**config.mk**
```make
export PLATFORM = sky130hd
export DESIGN_NAME = usbev_event_status
export DESIGN_NICKNAME = d
export VERILOG_FILES = /design/src/usbev_axi_slave.v /design/src/usbev_event_status.v
export VERILOG_INCLUDE_DIRS = /design/src /design/src/src
export SDC_FILE = /design/constraint.sdc
export NUM_CORES = 1
export LEC_CHECK = 0
export ABC_AREA = 1
export BUFFER_PORTS_ARGS = -buffer_cell sky130_fd_sc_hd__buf_2
export CAP_MARGIN = 20
export CELL_PAD_IN_SITES_DETAIL_PLACEMENT = 1
export CELL_PAD_IN_SITES_GLOBAL_PLACEMENT = 1
export CORE_MARGIN = 10
export CORE_UTILIZATION = 31
export DETAILED_ROUTE_END_ITERATION = 7
export GPL_TIMING_DRIVEN = 0
export PLACE_DENSITY_LB_ADDON = 0.15
export SYNTH_ARGS = -nofsm -noshare
export SYNTH_HDL_FRONTEND = slang
export SYNTH_SLANG_ARGS = --single-unit
```
**constraint.sdc**
```tcl
create_clock -name core_clk -period 1.6 [get_ports core_clk]
set_input_delay 0.08 -clock core_clk [delete_from_list [all_inputs] [get_ports core_clk]]
set_output_delay 0.08 -clock core_clk [all_outputs]
set_load 0.05 [all_outputs]
```
**src/usbev_map.vh**
```
// Constants for the USB event flag and interrupt enable block.
// Assumes a 32-bit AXI4-Lite register bus with one register per aligned word.
// Summary of operation
// - Hardware sets flags; writing one clears them.
// - Flag interrupts only when its enable bit set.
// - Bit 0 set on setup while buffer full.
// - Bit 2 set on every received setup.
// - Setup flag forces endpoint 0 NAK both ways.
// - Bit 3 set on port power-on request.
// - Bit 4 set on port power-off request.
// - Bit 5 set when resume is detected.
// - Bit 6 set on global or selective suspend.
// - Bit 7 set when host drives port reset.
// - Enable bits read/write, same positions, reset zero.
// - Endpoint 0 count registers hold NAK bit 7.
`ifndef USBEV_MAP_VH
`define USBEV_MAP_VH

`define USBEV_ADDR_W          8
`define USBEV_OFS_FLAGS       8'h00
`define USBEV_OFS_ENABLE      8'h04
`define USBEV_OFS_IN0_COUNT   8'h08
`define USBEV_OFS_OUT0_COUNT  8'h0C
`define USBEV_OFS_EP0_STATE   8'h10

`define USBEV_BIT_SETUP_OVERWRITE_FLAG_OVR   0
`define USBEV_BIT_RESERVED    1
`define USBEV_BIT_SETUP       2
`define USBEV_BIT_PWR_ON      3
`define USBEV_BIT_PWR_OFF     4
`define USBEV_BIT_RESUME      5
`define USBEV_BIT_SUSPEND     6
`define USBEV_BIT_BUS_RESET   7
`define USBEV_FLAG_VALID_MASK 8'hFD

`define USBEV_BIT_NAK         7
`define USBEV_COUNT_W         4

`define USBEV_RST_FLAGS       8'h00
`define USBEV_RST_ENABLE      8'h00
`define USBEV_RST_IN0_COUNT   8'h80
`define USBEV_RST_OUT0_COUNT  8'h80

`define USBEV_RESP_OKAY       2'b00
`define USBEV_RESP_SLVERR     2'b10

`endif

```
**src/usbev_axi_slave.v**
```verilog
// AXI4-Lite slave handshake engine for the USB event block.
// Assumes the parent decodes addresses and supplies read data combinationally.
`timescale 1ns/1ps
`include "usbev_map.vh"

module usbev_axi_slave #(
  parameter ADDR_W = `USBEV_ADDR_W
) (
  input  wire              core_clk,
  input  wire              rst,
  input  wire [ADDR_W-1:0] s_axi_awaddr,
  input  wire              s_axi_awvalid,
  output reg               s_axi_awready,
  input  wire [31:0]       s_axi_wdata,
  input  wire [3:0]        s_axi_wstrb,
  input  wire              s_axi_wvalid,
  output reg               s_axi_wready,
  output reg  [1:0]        s_axi_bresp,
  output reg               s_axi_bvalid,
  input  wire              s_axi_bready,
  input  wire [ADDR_W-1:0] s_axi_araddr,
  input  wire              s_axi_arvalid,
  output reg               s_axi_arready,
  output reg  [31:0]       s_axi_rdata,
  output reg  [1:0]        s_axi_rresp,
  output reg               s_axi_rvalid,
  input  wire              s_axi_rready,
  output wire              wrPulse,
  output wire [ADDR_W-1:0] wrAddr,
  output wire [31:0]       wrData,
  output wire [3:0]        wrStrb,
  input  wire              wrHit,
  output wire              rdPulse,
  output wire [ADDR_W-1:0] rdAddr,
  input  wire [31:0]       rdData,
  input  wire              rdHit
);

  reg              awFull_r;
  reg              wFull_r;
  reg [ADDR_W-1:0] awAddr_r;
  reg [31:0]       wData_r;
  reg [3:0]        wStrb_r;
  wire             awTake;
  wire             wTake;
  wire             awFull_nxt;
  wire             wFull_nxt;
  wire             bvalid_nxt;
  wire             rvalid_nxt;

  // Address and data are captured separately; the write fires once both are held.
  assign awTake     = s_axi_awvalid & s_axi_awready;
  assign wTake      = s_axi_wvalid & s_axi_wready;
  assign wrPulse    = awFull_r & wFull_r & ~s_axi_bvalid;
  assign wrAddr     = awAddr_r;
  assign wrData     = wData_r;
  assign wrStrb     = wStrb_r;
  assign awFull_nxt = wrPulse ? 1'b0 : (awFull_r | awTake);
  assign wFull_nxt  = wrPulse ? 1'b0 : (wFull_r | wTake);
  assign bvalid_nxt = wrPulse | (s_axi_bvalid & ~s_axi_bready);

  // A read is taken and served in one step; data is latched at the taking edge.
  assign rdPulse    = s_axi_arvalid & s_axi_arready;
  assign rdAddr     = s_axi_araddr;
  assign rvalid_nxt = rdPulse | (s_axi_rvalid & ~s_axi_rready);

  always @(posedge core_clk or posedge rst) begin
    if (rst) begin
      awFull_r      <= 1'b0;
      wFull_r       <= 1'b0;
      awAddr_r      <= {ADDR_W{1'b0}};
      wData_r       <= 32'h00000000;
      wStrb_r       <= 4'h0;
      s_axi_awready <= 1'b0;
      s_axi_wready  <= 1'b0;
      s_axi_bvalid  <= 1'b0;
      s_axi_bresp   <= `USBEV_RESP_OKAY;
      s_axi_arready <= 1'b0;
      s_axi_rvalid  <= 1'b0;
      s_axi_rdata   <= 32'h00000000;
      s_axi_rresp   <= `USBEV_RESP_OKAY;
    end else begin
      awFull_r      <= awFull_nxt;
      wFull_r       <= wFull_nxt;
      s_axi_awready <= ~awFull_nxt & ~bvalid_nxt;
      s_axi_wready  <= ~wFull_nxt & ~bvalid_nxt;
      s_axi_bvalid  <= bvalid_nxt;
      s_axi_arready <= ~rvalid_nxt;
      s_axi_rvalid  <= rvalid_nxt;
      if (awTake) begin
        awAddr_r <= s_axi_awaddr;
      end
      if (wTake) begin
        wData_r <= s_axi_wdata;
        wStrb_r <= s_axi_wstrb;
      end
      if (wrPulse) begin
        s_axi_bresp <= wrHit ? `USBEV_RESP_OKAY : `USBEV_RESP_SLVERR;
      end
      if (rdPulse) begin
        s_axi_rdata <= rdData;
        s_axi_rresp <= rdHit ? `USBEV_RESP_OKAY : `USBEV_RESP_SLVERR;
      end
    end
  end

endmodule

```
**src/usbev_event_status.v**
```verilog
// USB function event flags, interrupt enables and endpoint 0 NAK control.
// Assumes event pulses come from the USB engine on core_clk; registers sit on AXI4-Lite.
`timescale 1ns/1ps
`include "usbev_map.vh"

module usbev_event_status #(
  parameter ADDR_W  = `USBEV_ADDR_W,
  parameter COUNT_W = `USBEV_COUNT_W
) (
  input  wire               core_clk,
  input  wire               rst,
  input  wire [ADDR_W-1:0]  s_axi_awaddr,
  input  wire               s_axi_awvalid,
  output wire               s_axi_awready,
  input  wire [31:0]        s_axi_wdata,
  input  wire [3:0]         s_axi_wstrb,
  input  wire               s_axi_wvalid,
  output wire               s_axi_wready,
  output wire [1:0]         s_axi_bresp,
  output wire               s_axi_bvalid,
  input  wire               s_axi_bready,
  input  wire [ADDR_W-1:0]  s_axi_araddr,
  input  wire               s_axi_arvalid,
  output wire               s_axi_arready,
  output wire [31:0]        s_axi_rdata,
  output wire [1:0]         s_axi_rresp,
  output wire               s_axi_rvalid,
  input  wire               s_axi_rready,
  input  wire               setupRcvd,
  input  wire               powerOnReq,
  input  wire               powerOffReq,
  input  wire               resumeDet,
  input  wire               globalSuspendDet,
  input  wire               selectiveSuspendDet,
  input  wire               busResetDet,
  input  wire               ep0InSent,
  input  wire               ep0OutRcvd,
  input  wire [COUNT_W-1:0] ep0OutRcvdCount,
  output reg                usbIrq,
  output reg                ep0InNak,
  output reg                ep0OutNak,
  output reg  [COUNT_W-1:0] ep0InCount,
  output reg                setupPending
);

  wire              wrPulse;
  wire [ADDR_W-1:0] wrAddr;
  wire [31:0]       wrData;
  wire [3:0]        wrStrb;
  wire              rdPulse;
  wire [ADDR_W-1:0] rdAddr;
  reg  [31:0]       rdData;
  reg               rdHit;
  reg               wrHit;

  reg  [7:0]        usb_event_flags_r;
  wire [7:0]        usb_event_flags_nxt;
  reg  [7:0]        usb_event_interrupt_enable_r;
  wire [7:0]        usb_event_interrupt_enable_nxt;
  reg  [7:0]        in0Count_r;
  reg  [7:0]        in0Count_nxt;
  reg  [7:0]        out0Count_r;
  reg  [7:0]        out0Count_nxt;

  wire [7:0]        eventSet;
  wire [7:0]        eventClr;
  wire              lane0Write;
  wire              flagsWrite;
  wire              enableWrite;
  wire              in0Write;
  wire              out0Write;
  wire              flagsRead;
  wire              irq_nxt;
  wire              inNak_nxt;
  wire              outNak_nxt;

  usbev_axi_slave #(
    .ADDR_W (ADDR_W)
  ) u_bus (
    .core_clk      (core_clk),
    .rst           (rst),
    .s_axi_awaddr  (s_axi_awaddr),
    .s_axi_awvalid (s_axi_awvalid),
    .s_axi_awready (s_axi_awready),
    .s_axi_wdata   (s_axi_wdata),
    .s_axi_wstrb   (s_axi_wstrb),
    .s_axi_wvalid  (s_axi_wvalid),
    .s_axi_wready  (s_axi_wready),
    .s_axi_bresp   (s_axi_bresp),
    .s_axi_bvalid  (s_axi_bvalid),
    .s_axi_bready  (s_axi_bready),
    .s_axi_araddr  (s_axi_araddr),
    .s_axi_arvalid (s_axi_arvalid),
    .s_axi_arready (s_axi_arready),
    .s_axi_rdata   (s_axi_rdata),
    .s_axi_rresp   (s_axi_rresp),
    .s_axi_rvalid  (s_axi_rvalid),
    .s_axi_rready  (s_axi_rready),
    .wrPulse       (wrPulse),
    .wrAddr        (wrAddr),
    .wrData        (wrData),
    .wrStrb        (wrStrb),
    .wrHit         (wrHit),
    .rdPulse       (rdPulse),
    .rdAddr        (rdAddr),
    .rdData        (rdData),
    .rdHit         (rdHit)
  );

  // Write decode; every register lives in byte lane 0.
  assign lane0Write  = wrPulse & wrStrb[0];
  assign flagsWrite  = lane0Write & (wrAddr == `USBEV_OFS_FLAGS);
  assign enableWrite = lane0Write & (wrAddr == `USBEV_OFS_ENABLE);
  assign in0Write    = lane0Write & (wrAddr == `USBEV_OFS_IN0_COUNT);
  assign out0Write   = lane0Write & (wrAddr == `USBEV_OFS_OUT0_COUNT);
  assign flagsRead   = rdPulse & (rdAddr == `USBEV_OFS_FLAGS);

  always @* begin
    case (wrAddr)
      `USBEV_OFS_FLAGS:     wrHit = 1'b1;
      `USBEV_OFS_ENABLE:    wrHit = 1'b1;
      `USBEV_OFS_IN0_COUNT: wrHit = 1'b1;
      `USBEV_OFS_OUT0_COUNT: wrHit = 1'b1;
      `USBEV_OFS_EP0_STATE: wrHit = 1'b1;
      default:              wrHit = 1'b0;
    endcase
  end

  // Hardware event sources, one per flag position.
  assign eventSet[`USBEV_BIT_SETUP_OVERWRITE_FLAG_OVR] = setupRcvd & usb_event_flags_r[`USBEV_BIT_SETUP];
  assign eventSet[`USBEV_BIT_RESERVED]  = 1'b0;
  assign eventSet[`USBEV_BIT_SETUP]     = setupRcvd;
  assign eventSet[`USBEV_BIT_PWR_ON]    = powerOnReq;
  assign eventSet[`USBEV_BIT_PWR_OFF]   = powerOffReq;
  assign eventSet[`USBEV_BIT_RESUME]    = resumeDet;
  assign eventSet[`USBEV_BIT_SUSPEND]   = globalSuspendDet | selectiveSuspendDet;
  assign eventSet[`USBEV_BIT_BUS_RESET] = busResetDet;

  // Clears come from writing ones or from reading the flag register.
  assign eventClr = (flagsWrite ? wrData[7:0] : 8'h00) | (flagsRead ? 8'hFF : 8'h00);

  genvar gi;
  generate
    for (gi = 0; gi < 8; gi = gi + 1) begin : g_flag
      if (gi == `USBEV_BIT_RESERVED) begin : g_rsv
        assign usb_event_flags_nxt[gi] = 1'b0;
      end else begin : g_live
        // A set in the same cycle as a clear keeps the flag.
        assign usb_event_flags_nxt[gi] = eventSet[gi] | (usb_event_flags_r[gi] & ~eventClr[gi]);
      end
    end
  endgenerate

  // Interrupt is the OR of enabled flags, taken from the next state of both registers.
  assign usb_event_interrupt_enable_nxt = enableWrite ? (wrData[7:0] & `USBEV_FLAG_VALID_MASK)
                                                      : usb_event_interrupt_enable_r;
  assign irq_nxt = |(usb_event_flags_nxt & usb_event_interrupt_enable_nxt);

  // Endpoint 0 count registers with their NAK bits.
  always @* begin
    in0Count_nxt  = in0Count_r;
    out0Count_nxt = out0Count_r;
    if (in0Write) begin
      in0Count_nxt = {wrData[`USBEV_BIT_NAK], 3'b000, wrData[COUNT_W-1:0]};
    end
    if (ep0InSent) begin
      in0Count_nxt[`USBEV_BIT_NAK] = 1'b1;
    end
    if (out0Write) begin
      out0Count_nxt = {wrData[`USBEV_BIT_NAK], 3'b000, wrData[COUNT_W-1:0]};
    end
    if (ep0OutRcvd) begin
      out0Count_nxt = {1'b1, 3'b000, ep0OutRcvdCount};
    end
  end

  // The setup flag overrides the endpoint's own NAK bits in both directions.
  assign inNak_nxt  = in0Count_nxt[`USBEV_BIT_NAK] | usb_event_flags_nxt[`USBEV_BIT_SETUP];
  assign outNak_nxt = out0Count_nxt[`USBEV_BIT_NAK] | usb_event_flags_nxt[`USBEV_BIT_SETUP];

  always @(posedge core_clk or posedge rst) begin
    if (rst) begin
      usb_event_flags_r            <= `USBEV_RST_FLAGS;
      usb_event_interrupt_enable_r <= `USBEV_RST_ENABLE;
      in0Count_r                   <= `USBEV_RST_IN0_COUNT;
      out0Count_r                  <= `USBEV_RST_OUT0_COUNT;
      usbIrq                       <= 1'b0;
      ep0InNak                     <= 1'b1;
      ep0OutNak                    <= 1'b1;
      ep0InCount                   <= {COUNT_W{1'b0}};
      setupPending                 <= 1'b0;
    end else begin
      usb_event_flags_r <= usb_event_flags_nxt;
      usb_event_interrupt_enable_r <= usb_event_interrupt_enable_nxt;
      in0Count_r   <= in0Count_nxt;
      out0Count_r  <= out0Count_nxt;
      usbIrq       <= irq_nxt;
      ep0InNak     <= inNak_nxt;
      ep0OutNak    <= outNak_nxt;
      ep0InCount   <= in0Count_nxt[COUNT_W-1:0];
      setupPending <= usb_event_flags_nxt[`USBEV_BIT_SETUP];
    end
  end

  // Read decode; unused upper bits read as zero.
  always @* begin
    rdData = 32'h00000000;
    rdHit  = 1'b1;
    case (rdAddr)
      `USBEV_OFS_FLAGS: begin
        rdData[7:0] = usb_event_flags_r;
      end
      `USBEV_OFS_ENABLE: begin
        rdData[7:0] = usb_event_interrupt_enable_r;
      end
      `USBEV_OFS_IN0_COUNT: begin
        rdData[7:0] = in0Count_r;
      end
      `USBEV_OFS_OUT0_COUNT: begin
        rdData[7:0] = out0Count_r;
      end
      `USBEV_OFS_EP0_STATE: begin
        rdData[2:0] = {usbIrq, ep0OutNak, ep0InNak};
      end
      default: begin
        rdHit = 1'b0;
      end
    endcase
  end

endmodule

```
Word level (Yosys, flattened, before mapping):

Cells that the tools add are included.

* flip-flop bits (word level): 72
* input bits: 72
* output and inout port bits: 49
* word-level logic and storage cells: 105

* equality and inequality tests: 8
* multiplexer cells: 15
* bitwise logic cells: 53
* reductions and logical operators: 6

Operators by type and width (count)
* $mux W8: 6
* $eq A8 B4 Y1 const B: 4
* $and A1 B1 Y1: 23
* $pmux W5 S4: 1
* $eq A8 B3 Y1 const B: 2
* $eq A8 B5 Y1 const B: 2
* $logic_not A8 Y1: 2
* $pmux W3 S5: 1
* $not A1 Y1: 14
* $or A1 B1 Y1: 14
* $reduce_or A5 Y1: 2
* $and A8 B8 Y8: 1
* $or A8 B8 Y8: 1
* $reduce_or A8 Y1: 1
* $mux W1: 5
* $mux W2: 2
* $reduce_bool A2 Y1: 1

Longest topological paths before layout:

Gate-level depths: netlist of the first run.

* word-level depth: 11
* depth in mapped cells: 11
* gate-level depth less buffers: 11

By module:

Synthesis of the first run repeated with hierarchy kept, for this count alone.

* cell total of the unflattened synthesis: 580
* area total of the unflattened synthesis: 5003.5 um^2

Modules (own cells, without submodules)
* usbev_axi_slave: instances 1, cells each 374, area an instance 3435.8 um^2, seq. area each 2127.0 um^2
* usbev_event_status: instances 1, cells each 206, area an instance 1567.8 um^2, seq. area each 680.7 um^2

Least setup slack after synthesis of the first run:

No wires, ideal clock.

* path kind: register to register
* start: register u_bus.s_axi_arready
* end: register usbIrq
* setup time: 0.119 ns
* data arrival time: 1.567 ns
* data required time: 1.481 ns
* setup slack: -0.085 ns
* cell stages (with the launch flop): 12
* buffers on the path: 0
* period minus slack after synthesis: 1.685 ns
* path through: dfrtp_1 > nand2_2 > inv_2 > nand3_1 > nor2_2 > nor2_1 > nand2_1 > nand2_1 > nand2_1 > nand2_1 > nor2_1 > nand2_1

* cells in the longest elaborated chain, start to end: 9
* elaborated cells between the ends (all ways): 27
* those cells by class: 1 x mux; 25 x bitwise; 1 x reduce/logical

RTL lines
* start: declaration: line usbev_axi_slave.v:23 `output reg s_axi_arready,`
* start signal: assignment: line usbev_axi_slave.v:88 `s_axi_arready <= ~rvalid_nxt;`
* $and A1 B1 Y1: line usbev_axi_slave.v:63 `assign rdPulse = s_axi_arvalid & s_axi_arready;`
* $and A1 B1 Y1: line usbev_event_status.v:116 `` assign flagsRead = rdPulse & (rdAddr == `USBEV_OFS_FLAGS); ``
* $mux W8: line usbev_event_status.v:140 `assign eventClr = (flagsWrite ? wrData[7:0] : 8'h00) | (flagsRead ? 8'hFF : 8'h00);`
* $or A8 B8 Y8: line usbev_event_status.v:140
* $not A1 Y1: line usbev_event_status.v:149 `assign usb_event_flags_nxt[gi] = eventSet[gi] | (usb_event_flags_r[gi] & ~eventClr[gi]);`
* $and A1 B1 Y1: line usbev_event_status.v:149
* $or A1 B1 Y1: line usbev_event_status.v:149
* via usb_event_flags_nxt[2]: line usbev_event_status.v:57 `wire [7:0] usb_event_flags_nxt;`
* $and A8 B8 Y8: line usbev_event_status.v:157 `assign irq_nxt = |(usb_event_flags_nxt & usb_event_interrupt_enable_nxt);`
* $reduce_or A8 Y1: line usbev_event_status.v:157
* via irq_nxt: line usbev_event_status.v:73 `wire irq_nxt;`
* end signal: assignment: line usbev_event_status.v:197 `usbIrq <= irq_nxt;`
* end: declaration: line usbev_event_status.v:39 `output reg usbIrq,`

The timed path passes the listed nets, and every way through them passes these cells.
A chain may end at the register's enable or synchronous reset.

Worst setup path after layout of the first run:

* start: register u_bus.awAddr_r[4] (netlist: u_bus.wrAddr[4])
* end: register usbIrq

* cells in the longest elaborated chain, start to end: 9
* elaborated cells between the ends (all ways): 30
* those cells by class: 1 x eq/ne; 2 x mux; 25 x bitwise; 2 x reduce/logical

RTL lines
* start: declaration: line usbev_axi_slave.v:41 `reg [ADDR_W-1:0] awAddr_r;`
* start signal: assignment: line usbev_axi_slave.v:71 `awAddr_r <= {ADDR_W{1'b0}};`
* start signal: assignment: line usbev_axi_slave.v:91 `awAddr_r <= s_axi_awaddr;`
* $logic_not A8 Y1
* $and A1 B1 Y1: line usbev_event_status.v:112 `` assign flagsWrite = lane0Write & (wrAddr == `USBEV_OFS_FLAGS); ``
* $mux W8: line usbev_event_status.v:140
* $or A8 B8 Y8: line usbev_event_status.v:140
* $not A1 Y1: line usbev_event_status.v:149
* $and A1 B1 Y1: line usbev_event_status.v:149
* $or A1 B1 Y1: line usbev_event_status.v:149
* via usb_event_flags_nxt[3]: line usbev_event_status.v:57
* $and A8 B8 Y8: line usbev_event_status.v:157
* $reduce_or A8 Y1: line usbev_event_status.v:157
* via irq_nxt: line usbev_event_status.v:73

The timed path passes the listed nets, and every way through them passes these cells.

==> impl_metrics.csv, run 1 <==
group,metric,value,unit
status,status,"finished clean",
global_route,grt-ovfl-total,0,
floorplan,die_w,120,um
yosys,yosysTopAreaCell,"dfrtp_1",
route,drtAntennaViolNets,0,
pwr,power_density,1350,nW/um2
timing,setup_tns,0,ns
cells_and_area,nets,596,
setup_path,crit_path_start_kind,"flip-flop",
setup_path,arrival,1.83,ns
placement,hpwl,6940,um
floorplan,core_area,9770,um2
global_route,grt_pass1_wl,15400,um
timing,finalCriticalPeriod,1.59,ns
yosys,avgSynthCellArea,8.27,um2
global_route,antenna_found_initial,0,
pwr,power.leakage,2.39,nW
setup_path,crit_cells,10,
timing,slew_violations,0,
cells_and_area,layout-drive-gt1-share,32.3,%
floorplan,io_pins,121,
floorplan,initial_core_util,31.8,%
min_path,whs_path_depth,3,
route,dr.pass1.iters,4,
route,drcViolationCount,0,
floorplan,die_height,120,um
setup_path,crit_buf_inv,0,
setup_path,slowest_delay,0.41,ns
timing,worstMarginPinSlew,0.783,ns
min_path,hold_path_class,"in2reg",
setup_path,critPathMaxFanout,7,
yosys,synth_seq_area_share,49.2,%
clock_tree,clock_sinks,61,
global_route,grt_pass1_vias,3121,
route,drt_wl_total,9540,um
yosys,synth.most_common_cell,"nand2_1",
cells_and_area,fin_cells,662,
placement,place_congestion,0.754,
clock_tree,h-tree-depth,3,
yosys,synth_common_cells,"nand2_1, dfrtp_1, inv_1, nand3_1",
timing,finClkSkew,0.00570,ns
placement,pre_cts_slack,-0.0573,ns
timing,max_slew_margin,47.7,%
clock_tree,cts_root_buffer,"clkbuf_8",
floorplan,die_area,14400,um2
global_route,grt_max_degree,36,
setup_path,cp_top_family,"simple AND/OR/NAND/NOR gates",
route,drt_iter0_markers,71,
clock_tree,clkSlewWorstSetupHoldPaths,0.07,ns
clock_tree,cts-buffers-inserted,9,
yosys,netlist_instances,376,
yosys,ys_ff_latch,61,
setup_path,critPathSlowestCell,"dfrtp_1",
pwr,ir_worst_vdd,0.915,mV
clock_tree,clockBufferDepth,2,
setup_path,worst_path_most_repeated_cell,"nand2_1",
floorplan,floorplan.rows,36,
cells_and_area,fillCellCount,1221,
yosys,synth_top_cell_area_share,45.9,%
clock_tree,tritoncts,"yes",
route,avgViaCountPerCell,4.29,
setup_path,crit_chain,"nor2_2 > nand2_4 > nor2_4 > nand3_1 > nand2_1 > nand2_1 > nand2_1 > nand2_1 > nor2_2 > nand2_1",
setup_path,worstSetupEndpointType,"flip-flop",
timing,clock.fmax,0.628,GHz
run,drv_cap,0,
timing,fin_crit_sh,99.6,%
yosys,ys_types,35,
yosys,synth_area_leaders,"dfrtp_1, nand2_1, buf_4",
route,via_count,2838,
setup_path,cp.required,1.84,ns
yosys,synth_edf_count,0,
placement,place_inst,602,
cells_and_area,multi_input_area,1300,um2
setup_path,path_class,"reg2reg",
cells_and_area,regArea,1540,um2
timing,hold_viol_final,0,
yosys,synth_ff_type,"dfrtp_1",
yosys,syn-cell-area,3110,um2
yosys,yosysWarnings,0,
setup_path,ff2ff_path_depth,10,
timing,rsz0062_at_grt,"yes",
yosys,async_reset_ff_share,100,%
timing,worst_slack,0.00682,ns
pwr,power.total,0.00596,W
timing,setup-violations-final,0,
cells_and_area,diodes,0,
route,post_drt_wl_per_cell,14.4,um
placement,io_buffer_count,67,
clock_tree,insertion_delay,0.34,ns
global_route,grtUsageTotal,13.1,%
cells_and_area,area_delta_synth_final,42.3,%
==> kinds of logic (layout without fill, tap and decap cells) <==
family | Yosys count | in the layout | synth area share, %
AO/OA/AOI/OAI | 41 | 41 | 7.20
buffers and inverters | 80 | 207 | 13.7
flip-flops | 61 | 61 | 49.2
multiplexers | 2 | 2 | 0.724
other | 1 | 26 | 0.121
AND/OR/NAND/NOR | 191 | 192 | 29.0
==> worst min-delay path, cell delays in order <==
cell     delay [ns]
buf_2          0.10
nand2_1        0.06
nand2_1        0.08
==> registers in the layout (all words and copies together) (netlist names), 2 cells and up <==
name                          count
u_bus.s_axi_rdata                 8
u_bus.wrAddr                      8
u_bus.wrData                      8
usb_event_flags_r                 7
usb_event_interrupt_enable_r      7
out0Count_r                       5
ep0InCount                        3
in0Count_r                        2
==> worst paths after layout <==
| kind | to | start | slack, ns |
|---|---|---|---|
| hold / removal | usb_event_flags_r[0]$_DFF_PP0_ | setupRcvd | 0.01 |
| setup / recovery | usbIrq$_DFF_PP0_ | u_bus.wrAddr[4]$_DFFE_PP0P_ | 0.007 |
| setup reg to reg | usbIrq$_DFF_PP0_ | u_bus.wrAddr[4]$_DFFE_PP0P_ | 0.007 |
| max in group asynchronous | u_bus.s_axi_arready$_DFF_PP0_ | rst | 0.57 |
| min in group asynchronous | u_bus.wrData[1]$_DFFE_PP0P_ | rst | 0.43 |
| hold reg to reg | u_bus.s_axi_arready$_DFF_PP0_ | u_bus.s_axi_rvalid$_DFF_PP0_ | 0.47 |
==> timing repair <==
action,4_1_cts,5_1_grt
resized for setup,4,14
gates cloned,2,0
hold buffers,29,0
pin swaps,3,12
endpoints found under the hold margin,58,0
setup buffers,2,11
endpoints found under the setup margin,3,6
==> layout by cell type, fill, tap and decap left out, types with 4 or more instances in the layout <==
master,Yosys,layout
a21oi_1,14,14
dlygate4sd3_1,0,29
buf_2,1,68
inv_1,42,39
nor2_1,30,28
dfrtp_1,57,53
nand2_2,3,5
nand3_2,2,4
conb_1,1,26
o21ai_0,18,16
nand3_1,40,38
nor2_4,4,7
buf_4,30,41
dfstp_2,4,4
clkbuf_8,0,12
dfrtp_2,0,4
nand2_1,98,95
==> area by class of cell <==
cell class | instances | share of cell area (%)
sequential | 61 | 34.7
inverter | 45 | 3.90
clock inverter | 4 | 1.02
timing repair buffer | 111 | 17.8
clock buffer | 12 | 3.73
multi-input combinational | 261 | 29.3
tap | 133 | 3.76
buffer | 35 | 5.80
==> through the flow <==
stage	hold slack, ns	utilization (%)	instance area [um2]
5_1_grt	0.0193	45.3	4430
2_1_floorplan	0.182	-	3210
4_1_cts	0.000780	44.0	4300
6_report	0.0124	45.3	4430
3_5_place_dp	0.274	38.2	3730
3_3_place_gp	0.273	38.0	3710
==> metal layers <==
layer  global-route usage [%]  routed length [um]  up-vias
met3                     4.47                 622        9
met2                     22.8                4870       68
met5                        0                   0        -
li1                         -                   -     1439
met4                     3.77                  87        0
met1                     14.9                3960     1322
==> where the power goes <==
part           switching [W]  internal (W)  leakage [nW]  total, W
sequential          0.000357       0.00194         0.721   0.00230
combinational        0.00141      0.000802          1.56   0.00221
clock               0.000615      0.000839         0.112   0.00145
No activity file was read; power rests on OpenSTA's default activity.
==> inputs of run 2 (changes only) <==
--- a/config.mk
+++ b/config.mk
@@ -6,13 +6,12 @@
 export SDC_FILE = /design/constraint.sdc
 export NUM_CORES = 1
 export LEC_CHECK = 0
-export ABC_AREA = 1
 export BUFFER_PORTS_ARGS = -buffer_cell sky130_fd_sc_hd__buf_2
 export CAP_MARGIN = 20
 export CELL_PAD_IN_SITES_DETAIL_PLACEMENT = 1
 export CELL_PAD_IN_SITES_GLOBAL_PLACEMENT = 1
 export CORE_MARGIN = 10
-export CORE_UTILIZATION = 31
+export CORE_UTILIZATION = 33
 export DETAILED_ROUTE_END_ITERATION = 7
 export GPL_TIMING_DRIVEN = 0
 export PLACE_DENSITY_LB_ADDON = 0.15
==> impl_metrics.csv, run 2 <==
group,metric,value,unit
floorplan,die_w,113,um
placement,io_buffer_count,64,
global_route,grt_pass1_wl,12500,um
setup_path,rr_endpoint,"usbIrq$_DFF_PP0_",
pwr,p_clk_share,29.4,%
yosys,ys_ff_latch,61,
setup_path,slowest_delay,0.57,ns
setup_path,arrival,2.51,ns
timing,finalCriticalPeriod,2.32,ns
cells_and_area,multi_input_area,1260,um2
timing,max_slew_margin,50.2,%
yosys,async_reset_ff_share,100,%
yosys,syn-cell-area,2850,um2
status,violations,"negative setup slack",
pwr,pwr-share-comb,28.0,%
floorplan,floorplan.rows,33,
timing,hold_viol_final,0,
yosys,synth_top_cell_area_share,50.1,%
pwr,p_int,0.00351,W
cells_and_area,final_area,4200,um2
setup_path,timing.rr.start,"u_bus.wrAddr[0]$_DFFE_PP0P_",
min_path,hold_path_class,"in2reg",
cells_and_area,diodes,0,
route,avgViaCountPerCell,4.49,
global_route,grt_pass1_vias,2490,
cells_and_area,layout_commonest_cell,"buf_2",
clock_tree,cts_root_buffer,"clkbuf_8",
clock_tree,clockBufferDepth,2,
route,drt_iter0_markers,55,
clock_tree,cts-buffers-inserted,9,
yosys,synth_common_cells,"dfrtp_1, buf_4, mux2_2, nand2_1, o21ai_0",
setup_path,critPathSlowestCell,"or4_4",
route,post_drt_wl_per_cell,15.7,um
timing,worstMarginPinSlew,0.747,ns
yosys,ys_types,38,
setup_path,crit_path_start_kind,"flip-flop",
setup_path,ff2ff_path_depth,7,
pwr,seqPwrFrac,42.6,%
placement,placed_cell_area,3440,um2
floorplan,die_area,12700,um2
setup_path,cp.required,1.80,ns
floorplan,die_height,113,um
route,drt_wl_total,7670,um
timing,rsz0062_at_grt,"yes",
yosys,synth_ff_type,"dfrtp_1",
yosys,yosysTopAreaCell,"dfrtp_1",
timing,slew_violations,0,
yosys,avgSynthCellArea,12.2,um2
pwr,p_sw_share,33.5,%
pwr,power.total,0.00528,W
placement,hpwl,5680,um
timing,clock.fmax,0.432,GHz
yosys,synth_seq_area_share,53.8,%
clock_tree,h-tree-depth,3,
timing,fin_crit_sh,145,%
min_path,hp-start,"s_axi_awvalid",
timing,worst_slack,-0.716,ns
status,status,"complete, but fails checks",
global_route,grtUsageTotal,12.1,%
min_path,hold_path_end,"u_bus.awFull_r$_DFF_PP0_",
yosys,synth_edf_count,0,
clock_tree,clock_sinks,61,
floorplan,core_area,8300,um2
route,drcViolationCount,0,
placement,place_congestion,0.765,
yosys,synth.most_common_cell,"dfrtp_1",
route,via_count,2189,
pwr,p_switching,0.00177,W
cells_and_area,nets,450,
pwr,power.leakage,2.04,nW
cells_and_area,area_delta_synth_final,47.5,%
clock_tree,insertion_delay,0.34,ns
cells_and_area,final_cell_mix,"buf_2, dfrtp_1, buf_4",
setup_path,rrSetupSlack,-0.72,ns
run,drv_cap,0,
route,dr.pass1.iters,3,
clock_tree,tritoncts,"yes",
route,drtAntennaViolNets,0,
clock_tree,clkSlewWorstSetupHoldPaths,0.07,ns
cells_and_area,regArea,1530,um2
floorplan,initial_core_util,34.3,%
setup_path,path_class,"reg2reg",
cells_and_area,fillCellCount,943,
timing,setup-violations-final,27,
yosys,yosysWarnings,0,
min_path,whs_path_depth,3,
pwr,ir_worst_vdd,0.665,mV
timing,finClkSkew,0.0109,ns
yosys,netlist_instances,233,
global_route,grt_max_degree,35,
global_route,antenna_found_initial,0,
setup_path,critPathMaxFanout,4,
global_route,grt-ovfl-total,0,
cells_and_area,layout-drive-gt1-share,48.3,%
setup_path,worstSetupEndpointType,"flip-flop",
yosys,synth_area_leaders,"dfrtp_1, mux2_2, buf_4",
floorplan,io_pins,121,
pwr,power_density,1260,nW/um2
setup_path,crit_chain,"or4_4 > nor4_4 > buf_4 > nand2_2 > a31o_2 > a222oi_1 > nand4b_1",
run 2: worst max-delay path by stage:
stage | start | end | slack (ns)
floorplan | u_bus.wrAddr[3]$_DFFE_PP0P_ | usbIrq$_DFF_PP0_ | -0.60
global placement | u_bus.wrAddr[2]$_DFFE_PP0P_ | usbIrq$_DFF_PP0_ | -0.87
detailed placement | u_bus.wrAddr[2]$_DFFE_PP0P_ | usbIrq$_DFF_PP0_ | -0.90
CTS | u_bus.wrAddr[1]$_DFFE_PP0P_ | usbIrq$_DFF_PP0_ | -0.70
global route | u_bus.wrAddr[0]$_DFFE_PP0P_ | usbIrq$_DFF_PP0_ | -0.84
finish | u_bus.wrAddr[0]$_DFFE_PP0P_ | usbIrq$_DFF_PP0_ | -0.72
run 2: area by class of cell:
| cell class | count | share of cell area (%) |
|---|---|---|
| repair buffers | 109 | 18.5 |
| flip-flops and latches | 61 | 36.5 |
| clock buffers | 12 | 3.69 |
| well taps | 105 | 3.13 |
| clock inverters | 4 | 1.67 |
| inverters | 5 | 0.447 |
| plain buffers | 35 | 6.08 |
| multi-input cells | 157 | 30.0 |
run 2: cell families after synthesis:
logic type | count (synthesis) | synth area share, %
multiplexers | 42 | 17.8
other | 1 | 0.132
AND/OR/NAND/NOR | 59 | 12.0
AO/OA/AOI/OAI | 30 | 7.12
flip-flops | 61 | 53.8
buffers and inverters | 40 | 9.23
run 2: per-stage QoR:
step	hold slack, ns	utilization, %	setup WS (ns)	instances	setup TNS [ns]
after CTS	0.0203	49.5	-0.704	484	-9.74
after floorplan	0.184	-	-0.596	258	-3.54
after detailed placement	0.204	41.4	-0.904	428	-9.37
final	0.0298	50.6	-0.716	488	-10.14
after global routing	0.0559	50.6	-0.842	488	-11.87
after global placement	0.284	41.2	-0.875	427	-58.69
run 2: what timing repair did:
| action | 4_1_cts | 5_1_grt |
|---|---|---|
| hold buffers | 29 | 0 |
| pin swaps | 6 | 3 |
| buffers inserted | 11 | 5 |
| gates resized for setup | 17 | 20 |
| endpoints found under the hold margin | 52 | 0 |
| setup endpoints to repair | 27 | 27 |
run 2: critical path, delay by kind of cell, from the launching register on:
kind	cells	cell delay (ns)
flip-flops	1	0.38
AO/OA/AOI/OAI	2	0.46
AND/OR/NAND/NOR	4	1.12
buffers and inverters	1	0.20
run 2: layer usage:
layer | GRT usage, % | vias up | share of wire (%)
met2 | 19.5 | 64 | 48
met4 | 5.58 | 0 | 1.7
li1 | - | 1063 | -
met3 | 3.91 | 8 | 6.5
met1 | 14.3 | 1054 | 44
met5 | 0 | - | 0
run 2: power groups by stage:
stage,sequential (W),combinational [W],clock (W)
after global routing,0.00232,0.00160,0.00165
after global placement,0.00222,0.00130,0
final,0.00225,0.00148,0.00155
after floorplan,0.00235,0.000859,0
after detailed placement,0.00224,0.00133,0
after CTS,0.00224,0.00146,0.00159
==> inputs of run 3 (changes only) <==
--- a/config.mk
+++ b/config.mk
@@ -11,7 +11,8 @@
 export CELL_PAD_IN_SITES_DETAIL_PLACEMENT = 1
 export CELL_PAD_IN_SITES_GLOBAL_PLACEMENT = 1
 export CORE_MARGIN = 10
-export CORE_UTILIZATION = 33
+export CORE_UTILIZATION = 39
+export CTS_BUF_LIST = sky130_fd_sc_hd__clkbuf_16
 export DETAILED_ROUTE_END_ITERATION = 7
 export GPL_TIMING_DRIVEN = 0
 export PLACE_DENSITY_LB_ADDON = 0.15
==> constraint.sdc (replaced) <==
create_clock -name core_clk -period 2.7 [get_ports core_clk]
set_input_delay 0 -clock core_clk [delete_from_list [all_inputs] [get_ports core_clk]]
set_output_delay 0 -clock core_clk [all_outputs]
set_load 0.05 [all_outputs]
==> impl_metrics.csv, run 3 (same netlist as run 2, synthesis figures left out) <==
group,metric,value,unit
status,status,"finished clean",
placement,io_buffer_count,64,
setup_path,path_class,"reg2reg",
clock_tree,cts_root_buffer,"clkbuf_16",
global_route,grt-ovfl-total,0,
floorplan,die_height,105,um
floorplan,die_w,105,um
min_path,hold_path_class,"in2reg",
cells_and_area,final_cell_mix,"buf_2, dfrtp_1, dlygate4sd3_1",
global_route,grt_max_degree,37,
route,avgViaCountPerCell,4.66,
setup_path,crit_buf_inv,1,
floorplan,die_area,11100,um2
placement,place_inst,422,
timing,max_slew_margin,52.0,%
cells_and_area,nets,440,
floorplan,initial_core_util,39.7,%
setup_path,crit_chain,"or4_4 > nor4_4 > nand2_1 > a311o_1 > dlygate4sd3_1",
timing,clock.fmax,0.382,GHz
clock_tree,insertion_delay,0.32,ns
cells_and_area,layout-drive-gt1-share,41.6,%
cells_and_area,final_area,4030,um2
route,post_drt_wl_per_cell,16.5,um
clock_tree,clkSlewWorstSetupHoldPaths,0.05,ns
placement,hpwl,5680,um
pwr,power_density,796,nW/um2
global_route,grtUsageTotal,14.4,%
floorplan,core_area,7180,um2
setup_path,worstSetupEndpointType,"flip-flop",
timing,finClkSkew,0.00788,ns
route,drtAntennaViolNets,0,
floorplan,floorplan.rows,31,
timing,rsz0062_at_grt,"no",
setup_path,cp.required,2.90,ns
run,drv_cap,0,
setup_path,slowest_delay,0.57,ns
timing,setup_tns,0,ns
clock_tree,clockBufferDepth,2,
clock_tree,h-tree-depth,3,
setup_path,cp_top_family,"simple AND/OR/NAND/NOR gates",
pwr,ir_worst_vdd,0.505,mV
floorplan,io_pins,121,
cells_and_area,layout_commonest_cell,"buf_2",
timing,fin_crit_sh,97.1,%
pwr,power.leakage,1.97,nW
timing,slew_violations,0,
setup_path,crit_path_start_kind,"flip-flop",
placement,placed_cell_area,3410,um2
clock_tree,tritoncts,"yes",
setup_path,arrival,2.82,ns
setup_path,critPathMaxFanout,7,
route,via_count,2205,
route,drt_iter0_markers,34,
clock_tree,cts_resized,0,
route,dr.pass1.iters,4,
global_route,grt_pass1_vias,2503,
route,drcViolationCount,0,
setup_path,critPathSlowestCell,"dlygate4sd3_1",
timing,worstMarginPinSlew,0.720,ns
placement,place_congestion,0.752,
global_route,antenna_found_initial,0,
timing,finalCriticalPeriod,2.62,ns
cells_and_area,fin_cells,473,
clock_tree,clock_sinks,61,
cells_and_area,area_delta_synth_final,41.6,%
global_route,grt_pass1_wl,13000,um
clock_tree,cts-buffers-inserted,9,
timing,setup-violations-final,0,
timing,hold_viol_final,0,
route,drt_wl_total,7820,um
-- run 3: where the power goes --
part           leakage, nW  total [W]  internal (W)  switching [W]
Combinational         1.09   0.000818      0.000347       0.000471
Sequential           0.736    0.00131       0.00113       0.000181
Clock                0.145    0.00109      0.000700       0.000388
Total                 1.97    0.00321       0.00217        0.00104
-- run 3: cell type report --
type | instances | area, um2
clock inverter | 7 | 58.8
antenna | 1 | 2.50
sequential | 61 | 1530
clock buffer | 9 | 225
timing repair buffer | 99 | 681
tap | 99 | 124
fill | 794 | 3140
inverter | 5 | 18.8
multi-input combinational | 157 | 1150
buffer | 35 | 244
-- run 3: stage by stage --
step	utilization, %	hold WS [ns]	total power [W]	setup slack, ns
floorplan	-	0.110	0.00188	0.458
global placement	47.2	0.204	0.00207	0.193
detailed placement	47.5	0.101	0.00210	0.160
CTS	56.2	0.0260	0.00324	0.0634
global route	56.2	0.0664	0.00339	0.0219
finish	56.2	0.0368	0.00321	0.0792
-- run 3: path summary, 6_finish.rpt --
kind	startpoint	end	slack, ns	depth (start not counted)
worst max-delay path	u_bus.wrAddr[5]$_DFFE_PP0P_	usb_event_flags_r[6]$_DFF_PP0_	0.08	5
worst min-delay path	s_axi_araddr[4]	u_bus.s_axi_rdata[3]$_DFFE_PP0N_	0.04	4
worst max register to register	u_bus.wrAddr[5]$_DFFE_PP0P_	usb_event_flags_r[6]$_DFF_PP0_	0.08	5
worst min register to register	u_bus.s_axi_rdata[5]$_DFFE_PP0N_	u_bus.s_axi_rdata[5]$_DFFE_PP0N_	0.47	2
max in group asynchronous	rst	u_bus.wrData[6]$_DFFE_PP0P_	1.81	4
min in group asynchronous	rst	usb_event_interrupt_enable_r[7]$_DFF_PP0_	0.29	3
-- run 3: metal layers --
layer	GRT usage, %	vias to the layer above	wire length [um]
met5	0	-	0
met4	5.10	0	51
met3	4.87	4	479
met2	23.4	64	3800
met1	17.6	1082	3500
li1	-	1055	-
-- run 3: timing repair --
action	in CTS	in global routing
buffers inserted	0	0
hold endpoints to repair	56	0
hold buffers	34	0
-- run 3: tightest hold or removal path, delay by kind of cell --
kind | cells | cell delay [ns]
AND/OR/NAND/NOR | 2 | 0.13
buffers and inverters | 1 | 0.11
AO/OA/AOI/OAI | 1 | 0.07
